===== src/inc/tilt_relay_pkg.sv =====
// Shared constants for the tilt switched relay output logic.
// Assumes one 50 MHz clock and parameter access by 16-bit identifier.
package tilt_relay_pkg;

  localparam int unsigned DID_W  = 16;
  localparam int unsigned DATA_W = 32;

  ////////////////////////////////////////////////////////////////////////
  // Parameter identifiers
  localparam logic [15:0] OFF_OUT0_RELEASE_DELAY_B     = 16'hf264;
  localparam logic [15:0] OFF_OUT1_ENABLE              = 16'hf270;
  localparam logic [15:0] OFF_OUT1_HYSTERESIS          = 16'hf271;
  localparam logic [15:0] OFF_OUT1_ASSERT_DELAY        = 16'hf272;
  localparam logic [15:0] OFF_OUT1_RELEASE_DELAY       = 16'hf273;
  localparam logic [15:0] OFF_OUT1_AXIS_COMBINE        = 16'hf274;
  localparam logic [15:0] OFF_OUT1_AXIS0_SOURCE        = 16'hf275;
  localparam logic [15:0] OFF_OUT1_AXIS0_COND_COMBINE  = 16'hf276;
  localparam logic [15:0] OFF_OUT1_AXIS0_COND0_ANGLE   = 16'hf277;
  localparam logic [15:0] OFF_OUT1_AXIS0_COND0_COMPARE = 16'hf278;
  localparam logic [15:0] OFF_OUT1_AXIS0_COND1_ANGLE   = 16'hf279;
  localparam logic [15:0] OFF_OUT1_AXIS0_COND1_COMPARE = 16'hf27a;
  localparam logic [15:0] OFF_OUT1_AXIS1_SOURCE        = 16'hf27b;
  localparam logic [15:0] OFF_OUT1_AXIS1_COND_COMBINE  = 16'hf27c;
  localparam logic [15:0] OFF_OUT1_AXIS1_COND0_ANGLE   = 16'hf27d;
  localparam logic [15:0] OFF_OUT1_AXIS1_COND0_COMPARE = 16'hf27e;
  localparam logic [15:0] OFF_OUT1_AXIS1_COND1_ANGLE   = 16'hf27f;
  localparam logic [15:0] OFF_OUT1_AXIS1_COND1_COMPARE = 16'hf280;
  localparam logic [15:0] OFF_OUT1_INITIAL_STATE       = 16'hf281;
  localparam logic [15:0] OFF_OUT1_INVERT              = 16'hf282;
  localparam logic [15:0] OFF_OUT1_ASSERT_DELAY_B      = 16'hf283;
  localparam logic [15:0] OFF_OUT1_RELEASE_DELAY_B     = 16'hf284;
  localparam logic [15:0] OFF_OUT1_STATUS              = 16'hf28f;

  localparam int unsigned OUT1_SLOTS  = 21;
  localparam int unsigned AXIS_STRIDE = 6;
  localparam logic [31:0] REG_RESET   = 32'h0000_0000;

  // Status word bit positions
  localparam int unsigned ST_RELAY   = 0;
  localparam int unsigned ST_ACTIVE  = 1;
  localparam int unsigned ST_STARTED = 2;
  localparam int unsigned ST_AXIS0   = 3;
  localparam int unsigned ST_AXIS1   = 4;

  ////////////////////////////////////////////////////////////////////////
  // Ranges, in millidegrees and milliseconds
  localparam logic [31:0] HYST_MAX   = 32'h0000_afc8;
  localparam logic [31:0] DELAY_MAX  = 32'h0000_4e20;
  localparam logic [31:0] ANGLE_MAX  = 32'h0002_bf20;
  localparam logic [31:0] SEL_MAX    = 32'h0000_0002;
  localparam logic [31:0] FLAG_MAX   = 32'h0000_0001;
  localparam int unsigned DELAY_W    = 15;

  // Timing
  localparam int unsigned CLK_PERIOD_NS = 20;
  localparam int unsigned MS_NS         = 1000000;
  localparam int unsigned MS_CYCLES     = MS_NS / CLK_PERIOD_NS;

  ////////////////////////////////////////////////////////////////////////
  typedef enum logic [1:0] {
    SRC_YAW   = 2'b00,
    SRC_PITCH = 2'b01,
    SRC_ROLL  = 2'b10
  } source_e;

  typedef enum logic [1:0] {
    COMB_SINGLE = 2'b00,
    COMB_AND    = 2'b01,
    COMB_OR     = 2'b10
  } combine_e;

  typedef enum logic [1:0] {
    CMP_NONE = 2'b00,
    CMP_LT   = 2'b01,
    CMP_GT   = 2'b10
  } compare_e;

  function automatic int unsigned slot(input logic [15:0] off);
    return int'(off - OFF_OUT1_ENABLE);
  endfunction

endpackage


===== src/inc/axis_cfg_if.sv =====
// Configuration and result of one compared axis.
// Assumes the owner drives settings and reads back the axis result.
`timescale 1ns/1ns
`default_nettype none
interface axis_cfg_if;
  import tilt_relay_pkg::*;
  source_e          source;
  combine_e         cond_combine;
  logic [1:0][31:0] threshold;
  compare_e [1:0]   compare;
  logic [31:0]      hysteresis;
  logic             result;

  modport owner (output source, cond_combine, threshold, compare, hysteresis, input result);
  modport eval  (input source, cond_combine, threshold, compare, hysteresis, output result);
endinterface
`default_nettype wire


===== src/core/tilt_switched_output_logic.sv =====
// Switched relay output driven by tilt angle comparisons.
// Assumes parameter access strobes and angles synchronous to mclk.
//
// Overview of operation
// - Enable 0 keeps the relay off; 1 lets the comparison logic drive it.
// - Comparisons use a settable angle hysteresis, 0 to 45000 millidegrees.
// - A condition turning true waits 0 to 20000 ms before the output changes.
// - A condition turning false waits its own 0 to 20000 ms before release.
// - Axis results merge: 0 first axis only, 1 AND, 2 OR.
// - Each axis picks its angle: 0 yaw, 1 pitch, 2 roll.
// - Each axis merges its two conditions: 0 first only, 1 AND, 2 OR.
// - Thresholds are signed millidegrees limited to plus or minus 180000.
// - Compare select: 0 off, 1 true below threshold, 2 true above.
// - Invert 1 reverses the relay sense after the first switching (not the initial state), 0 keeps it normal.
`timescale 1ns/1ns
`default_nettype none
module tilt_switched_output_logic #(
  parameter int unsigned TICK_CYCLES = tilt_relay_pkg::MS_CYCLES
) (
  input  wire logic                              mclk,
  input  wire logic                              rst,
  input  wire logic [31:0]                       yaw_angle,
  input  wire logic [31:0]                       pitch_angle,
  input  wire logic [31:0]                       roll_angle,
  input  wire logic [tilt_relay_pkg::DID_W-1:0]  param_did,
  input  wire logic [tilt_relay_pkg::DATA_W-1:0] param_wdata,
  input  wire logic                              param_wr,
  input  wire logic                              param_rd,
  output logic [tilt_relay_pkg::DATA_W-1:0]      param_rdata,
  output logic                                   param_rvalid,
  output logic                                   param_err,
  output logic                                   relay_b_out
);
  import tilt_relay_pkg::*;

  typedef struct packed {
    logic [OUT1_SLOTS-1:0][31:0] regs;
    logic [31:0]                 out0_release_b;
    logic [31:0]                 rdata;
    logic                        rvalid;
    logic                        err;
    logic                        relay;
  } top_s;

  top_s state_reg;
  top_s state_next;

  logic [1:0] axis_result;
  logic       combined;
  logic       delayed_active;
  logic       delayed_started;

  ////////////////////////////////////////////////////////////////////////
  // Write limiting

  function automatic logic [31:0] limit_unsigned(input logic [31:0] d, input logic [31:0] max);
    return (d > max) ? max : d;
  endfunction

  function automatic logic [31:0] limit_angle(input logic [31:0] d);
    logic signed [31:0] v;
    logic signed [31:0] hi;
    v  = $signed(d);
    hi = $signed(ANGLE_MAX);
    if (v > hi) begin
      return ANGLE_MAX;
    end else if (v < -hi) begin
      return 32'(-hi);
    end
    return d;
  endfunction

  // Out-of-range writes saturate instead of being refused
  function automatic logic [31:0] limit_slot(input int unsigned s, input logic [31:0] d);
    if (s == slot(OFF_OUT1_AXIS0_COND0_ANGLE) || s == slot(OFF_OUT1_AXIS0_COND1_ANGLE) ||
        s == slot(OFF_OUT1_AXIS1_COND0_ANGLE) || s == slot(OFF_OUT1_AXIS1_COND1_ANGLE)) begin
      return limit_angle(d);
    end else if (s == slot(OFF_OUT1_HYSTERESIS)) begin
      return limit_unsigned(d, HYST_MAX);
    end else if (s == slot(OFF_OUT1_ASSERT_DELAY) || s == slot(OFF_OUT1_RELEASE_DELAY) ||
                 s == slot(OFF_OUT1_ASSERT_DELAY_B) || s == slot(OFF_OUT1_RELEASE_DELAY_B)) begin
      return limit_unsigned(d, DELAY_MAX);
    end else if (s == slot(OFF_OUT1_ENABLE) || s == slot(OFF_OUT1_INITIAL_STATE) ||
                 s == slot(OFF_OUT1_INVERT)) begin
      return limit_unsigned(d, FLAG_MAX);
    end
    return limit_unsigned(d, SEL_MAX);
  endfunction

  ////////////////////////////////////////////////////////////////////////
  // Parameter access and relay state

  always_comb begin
    int unsigned s;
    logic [31:0] status;
    logic        enable;
    logic        init_on;
    logic        invert;
    s       = slot(param_did);
    status  = '0;
    enable  = state_reg.regs[slot(OFF_OUT1_ENABLE)][0];
    init_on = state_reg.regs[slot(OFF_OUT1_INITIAL_STATE)][0];
    invert  = state_reg.regs[slot(OFF_OUT1_INVERT)][0];
    state_next = state_reg;
    state_next.rvalid = 1'b0;
    state_next.err    = 1'b0;

    status[ST_RELAY]   = state_reg.relay;
    status[ST_ACTIVE]  = delayed_active;
    status[ST_STARTED] = delayed_started;
    status[ST_AXIS0]   = axis_result[0];
    status[ST_AXIS1]   = axis_result[1];

    if (param_wr) begin
      if (param_did == OFF_OUT0_RELEASE_DELAY_B) begin
        state_next.out0_release_b = limit_unsigned(param_wdata, DELAY_MAX);
      end else if (param_did >= OFF_OUT1_ENABLE && param_did <= OFF_OUT1_RELEASE_DELAY_B) begin
        state_next.regs[s] = limit_slot(s, param_wdata);
      end else begin
        // Status is read only; unknown identifiers are flagged
        state_next.err = 1'b1;
      end
    end else if (param_rd) begin
      state_next.rvalid = 1'b1;
      if (param_did == OFF_OUT0_RELEASE_DELAY_B) begin
        state_next.rdata = state_reg.out0_release_b;
      end else if (param_did >= OFF_OUT1_ENABLE && param_did <= OFF_OUT1_RELEASE_DELAY_B) begin
        state_next.rdata = state_reg.regs[s];
      end else if (param_did == OFF_OUT1_STATUS) begin
        state_next.rdata = status;
      end else begin
        state_next.rdata = '0;
        state_next.err   = 1'b1;
      end
    end

    if (!enable) begin
      state_next.relay = 1'b0;
    end else if (!delayed_started) begin
      state_next.relay = init_on;
    end else begin
      state_next.relay = delayed_active ^ invert;
    end
  end

  always_ff @(posedge mclk) begin
    if (rst) begin
      state_reg <= '0;
      for (int i = 0; i < OUT1_SLOTS; i++) begin
        state_reg.regs[i] <= REG_RESET;
      end
      state_reg.out0_release_b <= REG_RESET;
    end else begin
      state_reg <= state_next;
    end
  end

  ////////////////////////////////////////////////////////////////////////
  // Axis evaluation

  axis_cfg_if axis_bus [2] ();

  logic [31:0] relay_b_angle_hysteresis;
  assign relay_b_angle_hysteresis = state_reg.regs[slot(OFF_OUT1_HYSTERESIS)];

  generate
    for (genvar g = 0; g < 2; g++) begin : gen_axis
      localparam int unsigned BASE = slot(OFF_OUT1_AXIS0_SOURCE) + g * AXIS_STRIDE;
      localparam int unsigned O_CMB = slot(OFF_OUT1_AXIS0_COND_COMBINE) - slot(OFF_OUT1_AXIS0_SOURCE);
      localparam int unsigned O_A0  = slot(OFF_OUT1_AXIS0_COND0_ANGLE) - slot(OFF_OUT1_AXIS0_SOURCE);
      localparam int unsigned O_C0  = slot(OFF_OUT1_AXIS0_COND0_COMPARE) - slot(OFF_OUT1_AXIS0_SOURCE);
      localparam int unsigned O_A1  = slot(OFF_OUT1_AXIS0_COND1_ANGLE) - slot(OFF_OUT1_AXIS0_SOURCE);
      localparam int unsigned O_C1  = slot(OFF_OUT1_AXIS0_COND1_COMPARE) - slot(OFF_OUT1_AXIS0_SOURCE);

      assign axis_bus[g].source       = source_e'(state_reg.regs[BASE][1:0]);
      assign axis_bus[g].cond_combine = combine_e'(state_reg.regs[BASE + O_CMB][1:0]);
      assign axis_bus[g].threshold[0] = state_reg.regs[BASE + O_A0];
      assign axis_bus[g].compare[0]   = compare_e'(state_reg.regs[BASE + O_C0][1:0]);
      assign axis_bus[g].threshold[1] = state_reg.regs[BASE + O_A1];
      assign axis_bus[g].compare[1]   = compare_e'(state_reg.regs[BASE + O_C1][1:0]);
      assign axis_bus[g].hysteresis   = relay_b_angle_hysteresis;
      assign axis_result[g]           = axis_bus[g].result;

      axis_eval u_axis (
        .mclk        (mclk),
        .rst         (rst),
        .yaw_angle   (yaw_angle),
        .pitch_angle (pitch_angle),
        .roll_angle  (roll_angle),
        .cfg         (axis_bus[g])
      );
    end
  endgenerate

  always_comb begin
    case (combine_e'(state_reg.regs[slot(OFF_OUT1_AXIS_COMBINE)][1:0]))
      COMB_AND: combined = axis_result[0] & axis_result[1];
      COMB_OR:  combined = axis_result[0] | axis_result[1];
      default:  combined = axis_result[0];
    endcase
  end

  ////////////////////////////////////////////////////////////////////////
  // Switching delays

  relay_delay #(
    .TICK_CYCLES (TICK_CYCLES)
  ) u_delay (
    .mclk       (mclk),
    .rst        (rst),
    .enable     (state_reg.regs[slot(OFF_OUT1_ENABLE)][0]),
    .init_state (state_reg.regs[slot(OFF_OUT1_INITIAL_STATE)][0]),
    .cond       (combined),
    .assert_ms  (state_reg.regs[slot(OFF_OUT1_ASSERT_DELAY)][DELAY_W-1:0]),
    .release_ms (state_reg.regs[slot(OFF_OUT1_RELEASE_DELAY)][DELAY_W-1:0]),
    .active     (delayed_active),
    .started    (delayed_started)
  );

  assign param_rdata  = state_reg.rdata;
  assign param_rvalid = state_reg.rvalid;
  assign param_err    = state_reg.err;
  assign relay_b_out  = state_reg.relay;
endmodule
`default_nettype wire


===== src/core/axis_eval.sv =====
// One axis: source select, two hysteretic conditions, merge.
// Assumes angles are signed millidegrees, synchronous to mclk.
`timescale 1ns/1ns
`default_nettype none
module axis_eval (
  input  wire logic        mclk,
  input  wire logic        rst,
  input  wire logic [31:0] yaw_angle,
  input  wire logic [31:0] pitch_angle,
  input  wire logic [31:0] roll_angle,
  axis_cfg_if.eval         cfg
);
  import tilt_relay_pkg::*;

  typedef struct packed {
    logic [1:0] cond;
    logic       result;
  } axis_s;

  axis_s state_reg;
  axis_s state_next;

  always_comb begin
    logic signed [31:0] ang;
    logic signed [31:0] thr;
    logic signed [31:0] hys;
    ang = $signed(yaw_angle);
    thr = 32'sh0;
    hys = $signed(cfg.hysteresis);
    state_next = state_reg;
    case (cfg.source)
      SRC_PITCH: ang = $signed(pitch_angle);
      SRC_ROLL:  ang = $signed(roll_angle);
      default:   ang = $signed(yaw_angle);
    endcase
    for (int i = 0; i < 2; i++) begin
      thr = $signed(cfg.threshold[i]);
      case (cfg.compare[i])
        CMP_LT:  state_next.cond[i] = state_reg.cond[i] ? (ang < thr + hys) : (ang < thr);
        CMP_GT:  state_next.cond[i] = state_reg.cond[i] ? (ang > thr - hys) : (ang > thr);
        default: state_next.cond[i] = 1'b0;
      endcase
    end
    case (cfg.cond_combine)
      COMB_AND: state_next.result = state_next.cond[0] & state_next.cond[1];
      COMB_OR:  state_next.result = state_next.cond[0] | state_next.cond[1];
      default:  state_next.result = state_next.cond[0];
    endcase
  end

  always_ff @(posedge mclk) begin
    if (rst) begin
      state_reg <= '0;
    end else begin
      state_reg <= state_next;
    end
  end

  assign cfg.result = state_reg.result;
endmodule
`default_nettype wire


===== src/core/relay_delay.sv =====
// Assert and release delays in whole milliseconds.
// Assumes the condition input is already registered.
`timescale 1ns/1ns
`default_nettype none
module relay_delay #(
  parameter int unsigned TICK_CYCLES = tilt_relay_pkg::MS_CYCLES
) (
  input  wire logic                               mclk,
  input  wire logic                               rst,
  input  wire logic                               enable,
  input  wire logic                               init_state,
  input  wire logic                               cond,
  input  wire logic [tilt_relay_pkg::DELAY_W-1:0] assert_ms,
  input  wire logic [tilt_relay_pkg::DELAY_W-1:0] release_ms,
  output logic                                    active,
  output logic                                    started
);
  import tilt_relay_pkg::*;

  typedef struct packed {
    logic               active;
    logic               started;
    logic [31:0]        pre;
    logic [DELAY_W-1:0] ms;
  } delay_s;

  delay_s state_reg;
  delay_s state_next;

  always_comb begin
    logic [DELAY_W-1:0] limit;
    limit = cond ? assert_ms : release_ms;
    state_next = state_reg;
    if (!enable) begin
      state_next = '0;
      state_next.active = init_state;
    end else if (cond == state_reg.active) begin
      // Restart so every delay is measured in full
      state_next.pre = '0;
      state_next.ms  = '0;
    end else if (state_reg.ms >= limit) begin
      state_next.active  = cond;
      state_next.started = 1'b1;
      state_next.pre     = '0;
      state_next.ms      = '0;
    end else if (state_reg.pre == TICK_CYCLES - 1) begin
      state_next.pre = '0;
      state_next.ms  = DELAY_W'(state_reg.ms + 1'b1);
    end else begin
      state_next.pre = state_reg.pre + 32'h0000_0001;
    end
  end

  always_ff @(posedge mclk) begin
    if (rst) begin
      state_reg <= '0;
    end else begin
      state_reg <= state_next;
    end
  end

  assign active  = state_reg.active;
  assign started = state_reg.started;
endmodule
`default_nettype wire


===== config.mk =====
export PLATFORM = sky130hd
export DESIGN_NAME = tilt_switched_output_logic
export DESIGN_NICKNAME = d
export VERILOG_FILES = /design/src/inc/tilt_relay_pkg.sv /design/src/inc/axis_cfg_if.sv /design/src/core/tilt_switched_output_logic.sv /design/src/core/axis_eval.sv /design/src/core/relay_delay.sv
export SDC_FILE = /design/constraint.sdc
export NUM_CORES = 2
export LEC_CHECK = 0
export BUFFER_PORTS_ARGS = -buffer_cell sky130_fd_sc_hd__buf_2
export CORE_AREA = 3 3 429 431
export DETAILED_ROUTE_END_ITERATION = 8
export DIE_AREA = 0 0 432 434
export GPL_ROUTABILITY_DRIVEN = 1
export PLACE_DENSITY_LB_ADDON = 0.2
export SYNTH_ARGS = -nofsm -noshare
export SYNTH_HDL_FRONTEND = slang
export SYNTH_SLANG_ARGS = --single-unit

===== constraint.sdc =====
create_clock -name mclk -period 5.4 [get_ports mclk]
set_clock_uncertainty 0.2 [all_clocks]
set_input_delay 0.27 -clock mclk [delete_from_list [all_inputs] [get_ports mclk]]
set_output_delay 0.27 -clock mclk [all_outputs]
set_load 0.01 [all_outputs]

==> Word level (Yosys, flattened, before mapping) <==
Index checks and enable logic that the tools add are counted.
{ "totals": {"input_bits": 148, "reg_bits": 794, "out_inout_bits": 35} }
{ "classes": {"bitwise_logic": 11, "n_addsub": 11, "order_cmp": 27, "n_eq_ne": 35, "n_mux": 69, "reduce_logical": 20} }
{ "ops": {"columns": ["operator", "n"], "rows": [
  ["672-bit bitwise mux", 1],
  ["32-bit 2-to-1 mux", 20],
  ["32-bit greater-than comparator", 8],
  ["32-bit < comparator", 8],
  ["32-bit binary-select mux with 5-bit select", 1],
  ["32-bit demux with 5-bit select", 1],
  ["32-bit adder", 4],
  ["32-bit by 5-bit == test with 1-bit output, second input constant", 4],
  ["32-bit one-hot mux with 2 select lines", 2],
  ["32-bit subtractor", 4],
  ["32-bit by 4-bit == test with 1-bit output, second input constant", 3],
  ["47-bit 2-to-1 mux", 2],
  ["32-bit by 2-bit == test with 1-bit output, second input constant", 2],
  ["49-bit 2-to-1 mux", 1],
  ["32-bit by 1-bit adder with 32-bit output, second input constant", 1],
  ["16-bit == test, second input constant", 2],
  ["32-bit by 1-bit == test with 1-bit output, second input constant", 1],
  ["32-bit by 16-bit == test with 1-bit output, second input constant", 1],
  ["32-bit by 3-bit == test with 1-bit output, second input constant", 1],
  ["32-bit by 1-bit >= comparator with 1-bit output, second input constant", 1],
  ["32-bit by 1-bit greater-than comparator with 1-bit output, second input constant", 1],
  ["32-bit by 15-bit greater-than comparator with 1-bit output, second input constant", 1],
  ["32-bit by 16-bit greater-than comparator with 1-bit output, second input constant", 1],
  ["32-bit by 19-bit greater-than comparator with 1-bit output, second input constant", 1],
  ["30 further kinds", 101]
]} }

==> Longest topological paths before layout <==
{ "logic_depth": {"ltp_word": 16, "ltp_mapped": 25} }

==> Cells and area by module <==
A second synthesis with hierarchy kept.
{ "hier_totals": {"cells_unflattened": 6325, "hier_area_um2": 56193.9} }
{ "modules_own_cells": {"columns": ["module", "instances", "cells_each", "area_per_inst_um2"], "rows": [
  ["tilt_switched_output_logic", 1, 2728, 29567.1],
  ["axis_eval at gen_axis[0].u_axis", 1, 1656, 11888.9],
  ["axis_eval at gen_axis[1].u_axis", 1, 1620, 11552.3],
  ["relay_delay", 1, 321, 3185.6]
]} }

==> Least setup slack after synthesis <==
Ideal clock, no wire load.
{ "synth_timing": {"kind": "flip-flop to flip-flop", "from": "register state_reg (netlist bit axis_bus[0].hysteresis[1])", "to": "register gen_axis[1].u_axis.state_reg (netlist bit gen_axis[1].u_axis.cfg.result)", "slack_ps": -383, "path_stages_with_launch": 24, "path_buffers": 0, "synth_period_minus_slack_ps": 5783, "t_arrival_ps": 5526, "path_cell_list": "dfxtp_1 -> inv_1 -> fa_1 -> a211oi_1 -> o211a_1 -> o21ai_1 -> a31oi_1 -> o21ai_1 -> a21o_1 -> a221o_1 -> or3_1 -> a31oi_1 -> xor2_1 -> ha_1 -> nand4_1 -> nor4_1 -> nand3_1 -> a211oi_1 -> nor2_1 -> mux2_2 -> o221a_2 -> o31a_1 -> a211oi_1 -> a31o_2"} }
{ "synth_between": {"elab_chain_len": 6, "word_cells_on_any_way": 17, "classes_between": "4 x add/sub; 4 x order compare; 7 x mux; 2 x bitwise"} }
{ "synth_rtl": {"columns": ["item", "line_no", "source"], "rows": [
  ["from (decl)", "tilt_switched_output_logic.sv:45", "top_s state_reg;"],
  ["from (signal assigned)", "tilt_switched_output_logic.sv:154", "state_reg <= state_next;"],
  ["32-bit subtractor / 32-bit adder (equally long branches)", "axis_eval.sv:40, axis_eval.sv:39", null],
  ["32-bit greater-than comparator / 32-bit < comparator (equally long branches)", "axis_eval.sv:40, axis_eval.sv:39", null],
  ["1-bit 2-to-1 mux, on equally long branches", "axis_eval.sv:40, axis_eval.sv:39", null],
  ["1-bit one-hot mux with 2 select lines", "axis_eval.sv:38", "case (cfg.compare[i])"],
  ["1-bit OR / 1-bit bitwise AND (equally long branches)", "axis_eval.sv:46, axis_eval.sv:45", null],
  ["1-bit one-hot mux with 2 select lines *", "axis_eval.sv:44", "case (cfg.cond_combine)"],
  ["to (signal assigned)", "axis_eval.sv:55", "state_reg <= state_next;"],
  ["to (decl)", "axis_eval.sv:20", "axis_s state_reg;"]
]} }
Mark *: on every way between the ends. The rest lies on a longest branch, timed or not.
A chain may end at the register's enable or synchronous reset.

==> Worst setup path after layout <==
{ "layout_timing": {"from": "register state_reg (netlist bit axis_bus[0].hysteresis[1])", "to": "register gen_axis[0].u_axis.state_reg (netlist bit gen_axis[0].u_axis.cfg.result)"} }
{ "layout_between": {"elab_chain_len": 6, "word_cells_on_any_way": 17, "classes_between": "4 x add/sub; 4 x order compare; 7 x mux; 2 x bitwise"} }
{ "layout_rtl": {"columns": ["item", "line_no"], "rows": [
  ["32-bit subtractor / 32-bit adder (equally long branches)", "axis_eval.sv:40, axis_eval.sv:39"],
  ["32-bit greater-than comparator / 32-bit < comparator (equally long branches)", "axis_eval.sv:40, axis_eval.sv:39"],
  ["1-bit 2-to-1 mux, on equally long branches", "axis_eval.sv:40, axis_eval.sv:39"],
  ["1-bit one-hot mux with 2 select lines", "axis_eval.sv:38"],
  ["1-bit OR / 1-bit bitwise AND (equally long branches)", "axis_eval.sv:46, axis_eval.sv:45"],
  ["1-bit one-hot mux with 2 select lines *", "axis_eval.sv:44"],
  ["to (signal assigned)", "axis_eval.sv:55"],
  ["to (decl)", "axis_eval.sv:20"]
]} }
Marks and branches as above.

==> impl_results.md <==
* Outcome: finished, violations left
* Failing checks: setup timing
* Port Buffers at 182
* CP max FO at 3
* YS warnings at 0
* Gr usage total at 22.9%
* Clock sinks at 794
* Reg-to-reg slack, setup at -0.22 ns
* H-tree Lvls at 3
* Critical Path End: gen_axis[0].u_axis.cfg.result$_SDFF_PP0_
* Synth Instances at 6,160
* TritonCTS clock tree: done
* ANT nets after route at 0
* Routed Wire Length at 221,000 um
* Layout Utilization at 36.4%
* Sequential share of the synthesized area at 29.4%
* Die Wd at 432 um
* Initial antenna violation count at 11
* Cell area after layout at 65,700 um^2
* Main synth FF type: dfxtp_1
* Ys async rst share at 0%
* Crit share post-route at 104%
* Total design power at 13.6 mW
* Synth-to-Final Area Change at 21.6%
* Leak at 26.4 nW
* Via density at 5.34
* CP Capture Type: flip-flop
* Inst Count DP at 8,984
* Initial Utilization at 29.9%
* Vias in the first global route at 47,900
* Nets at 7,586
* Finished Layout Cells at 9,205
* GRT Residual Overflow at 0
* DRC viols at 0
* RSZ-0062 raised after global routing: yes
* Placed cell areas at 61,400 um^2
* Die ar. at 187,000 um^2
* Die height at 434 um
* Register bit total from synthesis at 794
* Pwr/cell area at 207 nW/um^2
* Final setup violation count at 2
* Hold WC Path Type: in -> reg
* Clock Latency Late Sink at 0.72 ns
* Num CTS Buffers at 87
* R2R cell count at 23
* RePlAce Congestion at 0.966
* Max cap viols at 0
* WP data arrival at 5.97 ns
* Final HPWL DP at 177,000 um
* Worst Path Class, Setup: reg -> reg
* Clock slew at reported path FFs at 0.06 ns
* Peak VDD IR at 0.000241 V
* Global-route wire length before repair at 321,000 um
* Number of detailed-routing iterations run before antenna repair at 6
* Core box area at 181,000 um^2
* Root Driver: clkbuf_16
* Actual slew at the worst max-slew pin at 1.21 ns
* Share of layout cells above drive strength 1 at 19.9%
* Fmax at 0.178 GHz
* Vias post-DR at 49,200
* Syn Area/Cell at 8.77 um^2
* Critical Path RT at 5.75 ns
* FF-to-FF Start: axis_bus[0].hysteresis[1]$_SDFFE_PP0P_
* Crit path launch: axis_bus[0].hysteresis[1]$_SDFFE_PP0P_
* Max reg flops at 528
* Largest net degree at the start of global routing at 134
* R2R Path End: gen_axis[0].u_axis.cfg.result$_SDFF_PP0_
* Pins Over Slew Limit at 0
* Post-synthesis cell type count at 103
* Worst setup SP type: flip-flop
* Tmin final at 5.62 ns
* Fin Hold WS at 0.113 ns
* Synthesized net count at 6,983
* Rel. slew slack at 18.7%
* Number of placement rows at 156
* Layout filler cell count at 18,400
* Max clock buf depth at 3
* Post-synth EDFFs at 0
* DR WL/cell at 24.1 um
* Synth Cell Area at 54,000 um^2
* I/O pins at 183
* Final hold viol count at 0
* DRC marker count from the first detailed-route iteration at 4,152
* Final setup margin at -0.218 ns
## stage by stage
step / TNS [ns] / worst slack, ns
after global placement: -1.73 / -0.542
after CTS: -0.650 / -0.352
after floorplan: -0.00197 / -0.00197
after detailed placement: -1.79 / -0.559
after global routing: -1.32 / -0.441
final: -0.424 / -0.218
## layer usage
layer | vias up | wire (um) | share of wire [%] | track usage, %
met2 | 1535 | 96000 | 43 | 35.7
met4 | 0 | 5530 | 2.5 | 5.73
met1 | 24100 | 107000 | 49 | 33.7
li1 | 23300 | - | - | -
met5 | - | 0 | 0 | 0
met3 | 223 | 12500 | 5.6 | 2.38
## cells in the mapped netlist (17+ instances only)
master | instances | area [um^2]
dfxtp_1 | 794 | 15900
ha_1 | 667 | 8350
nor2_1 | 499 | 1870
and2_1 | 450 | 2820
a21oi_1 | 432 | 2160
nand2_1 | 427 | 1600
inv_1 | 318 | 1190
clkbuf_1 | 251 | 942
o21ai_0 | 249 | 1250
xnor2_1 | 197 | 1730
mux4_2 | 169 | 3810
nor3_1 | 137 | 686
nand3_1 | 100 | 500
a211oi_1 | 98 | 736
nand4_1 | 88 | 551
a21o_1 | 83 | 623
xor2_1 | 76 | 666
a22oi_1 | 73 | 548
a221oi_1 | 69 | 604
nand2b_1 | 64 | 400
nor2b_1 | 62 | 388
o21bai_1 | 61 | 458
nor4_1 | 43 | 269
o211ai_1 | 43 | 323
or3_1 | 42 | 263
a21boi_1 | 40 | 300
a31oi_1 | 40 | 250
mux2i_1 | 37 | 370
o22ai_1 | 36 | 225
buf_4 | 33 | 248
buf_2 | 27 | 135
o31ai_1 | 26 | 195
o21a_1 | 25 | 188
and3_1 | 24 | 150
buf_1 | 22 | 82.6
a21boi_0 | 21 | 158
a211o_1 | 17 | 149
or2_2 | 17 | 106
## worst min-delay path by stage
stage	startpoint	endpoint	slack [ns]	cells past startpoint
final	param_did[4]	state_reg[709]$_SDFFE_PP0P_	0.11	5
after global routing	param_did[4]	state_reg[709]$_SDFFE_PP0P_	0.11	5
after CTS	param_did[4]	state_reg[709]$_SDFFE_PP0P_	0.05	5
after detailed placement	state_reg[658]$_SDFFE_PP0P_	state_reg[658]$_SDFFE_PP0P_	0.24	1
after global placement	u_delay.state_reg[15]$_SDFF_PP0_	u_delay.state_reg[15]$_SDFF_PP0_	0.22	1
after floorplan	u_delay.state_reg[15]$_SDFF_PP0_	u_delay.state_reg[15]$_SDFF_PP0_	0.21	1
## final cells by class
cell class / instances / area [um^2] / share of cell area [%]
diodes: 3 / 7.51 / 0.0114
clock buffers: 126 / 2510 / 3.83
clock inverters: 32 / 592 / 0.901
inverters: 325 / 1220 / 1.86
multi-input cells: 4700 / 36200 / 55.1
flip-flops and latches: 794 / 15900 / 24.2
well taps: 2370 / 2970 / 4.52
repair buffers: 855 / 6280 / 9.56
## timing repair
action	4_1_cts	5_1_grt
hold buffers	25	0
resized for setup	48	85
buffers inserted	19	16
pin swaps	37	81
endpoints found under the hold margin	84	0
setup endpoints to repair	6	6
## cells in the final DEF (no fill, tap or decap), types with 65 or more instances in the layout
cell,Yosys,final
buf_4,33,628
ha_1,667,655
dfxtp_1,794,791
nor2_1,499,485
clkbuf_16,0,87
a22oi_1,73,73
a21oi_1,432,415
xor2_1,76,76
nand3_1,100,94
nor3_1,137,131
inv_1,318,312
o21ai_0,249,244
and2_1,450,450
buf_2,27,179
a221oi_1,69,65
nand2_1,427,427
mux4_2,169,169
xnor2_1,197,197
a211oi_1,98,86
nand4_1,88,88
a21o_1,83,83
## logic make-up after synthesis
group           Yosys count  synth area share, %
fa+ha+maj               675                 15.8
simple gates           2054                 19.3
buf+inv                 666                 4.97
compound gates         1484                 18.2
xor+xnor                273                 4.43
flops                   794                 29.4
mux                     214                 7.90
## worst max-delay path, stage by stage, from the launching register on
cell,delay [ns]
dfxtp_4,0.38
clkinvlp_4,0.14
buf_12,0.16
ha_4,0.25
nor2b_1,0.06
o211ai_1,0.28
nand3_2,0.16
a221oi_2,0.26
buf_4,0.17
o21ba_4,0.17
o31ai_4,0.08
or4_4,0.45
a31oi_4,0.23
o21ai_1,0.11
xnor2_1,0.13
ha_1,0.31
nand2_1,0.08
or3_4,0.38
or4_4,0.50
o221ai_4,0.19
mux2i_4,0.11
a211oi_4,0.26
nor2_1,0.07
a221o_1,0.36
## power by group
group / internal [mW] / total, mW / leakage [nW] / switching, mW
clock network: 3.84 / 6.52 / 1.51 / 2.68
logic: 0.438 / 1.20 / 18.5 / 0.761
registers: 5.87 / 5.87 / 6.40 / 0.00630
Note: power is estimated with default switching activity, not from simulation.
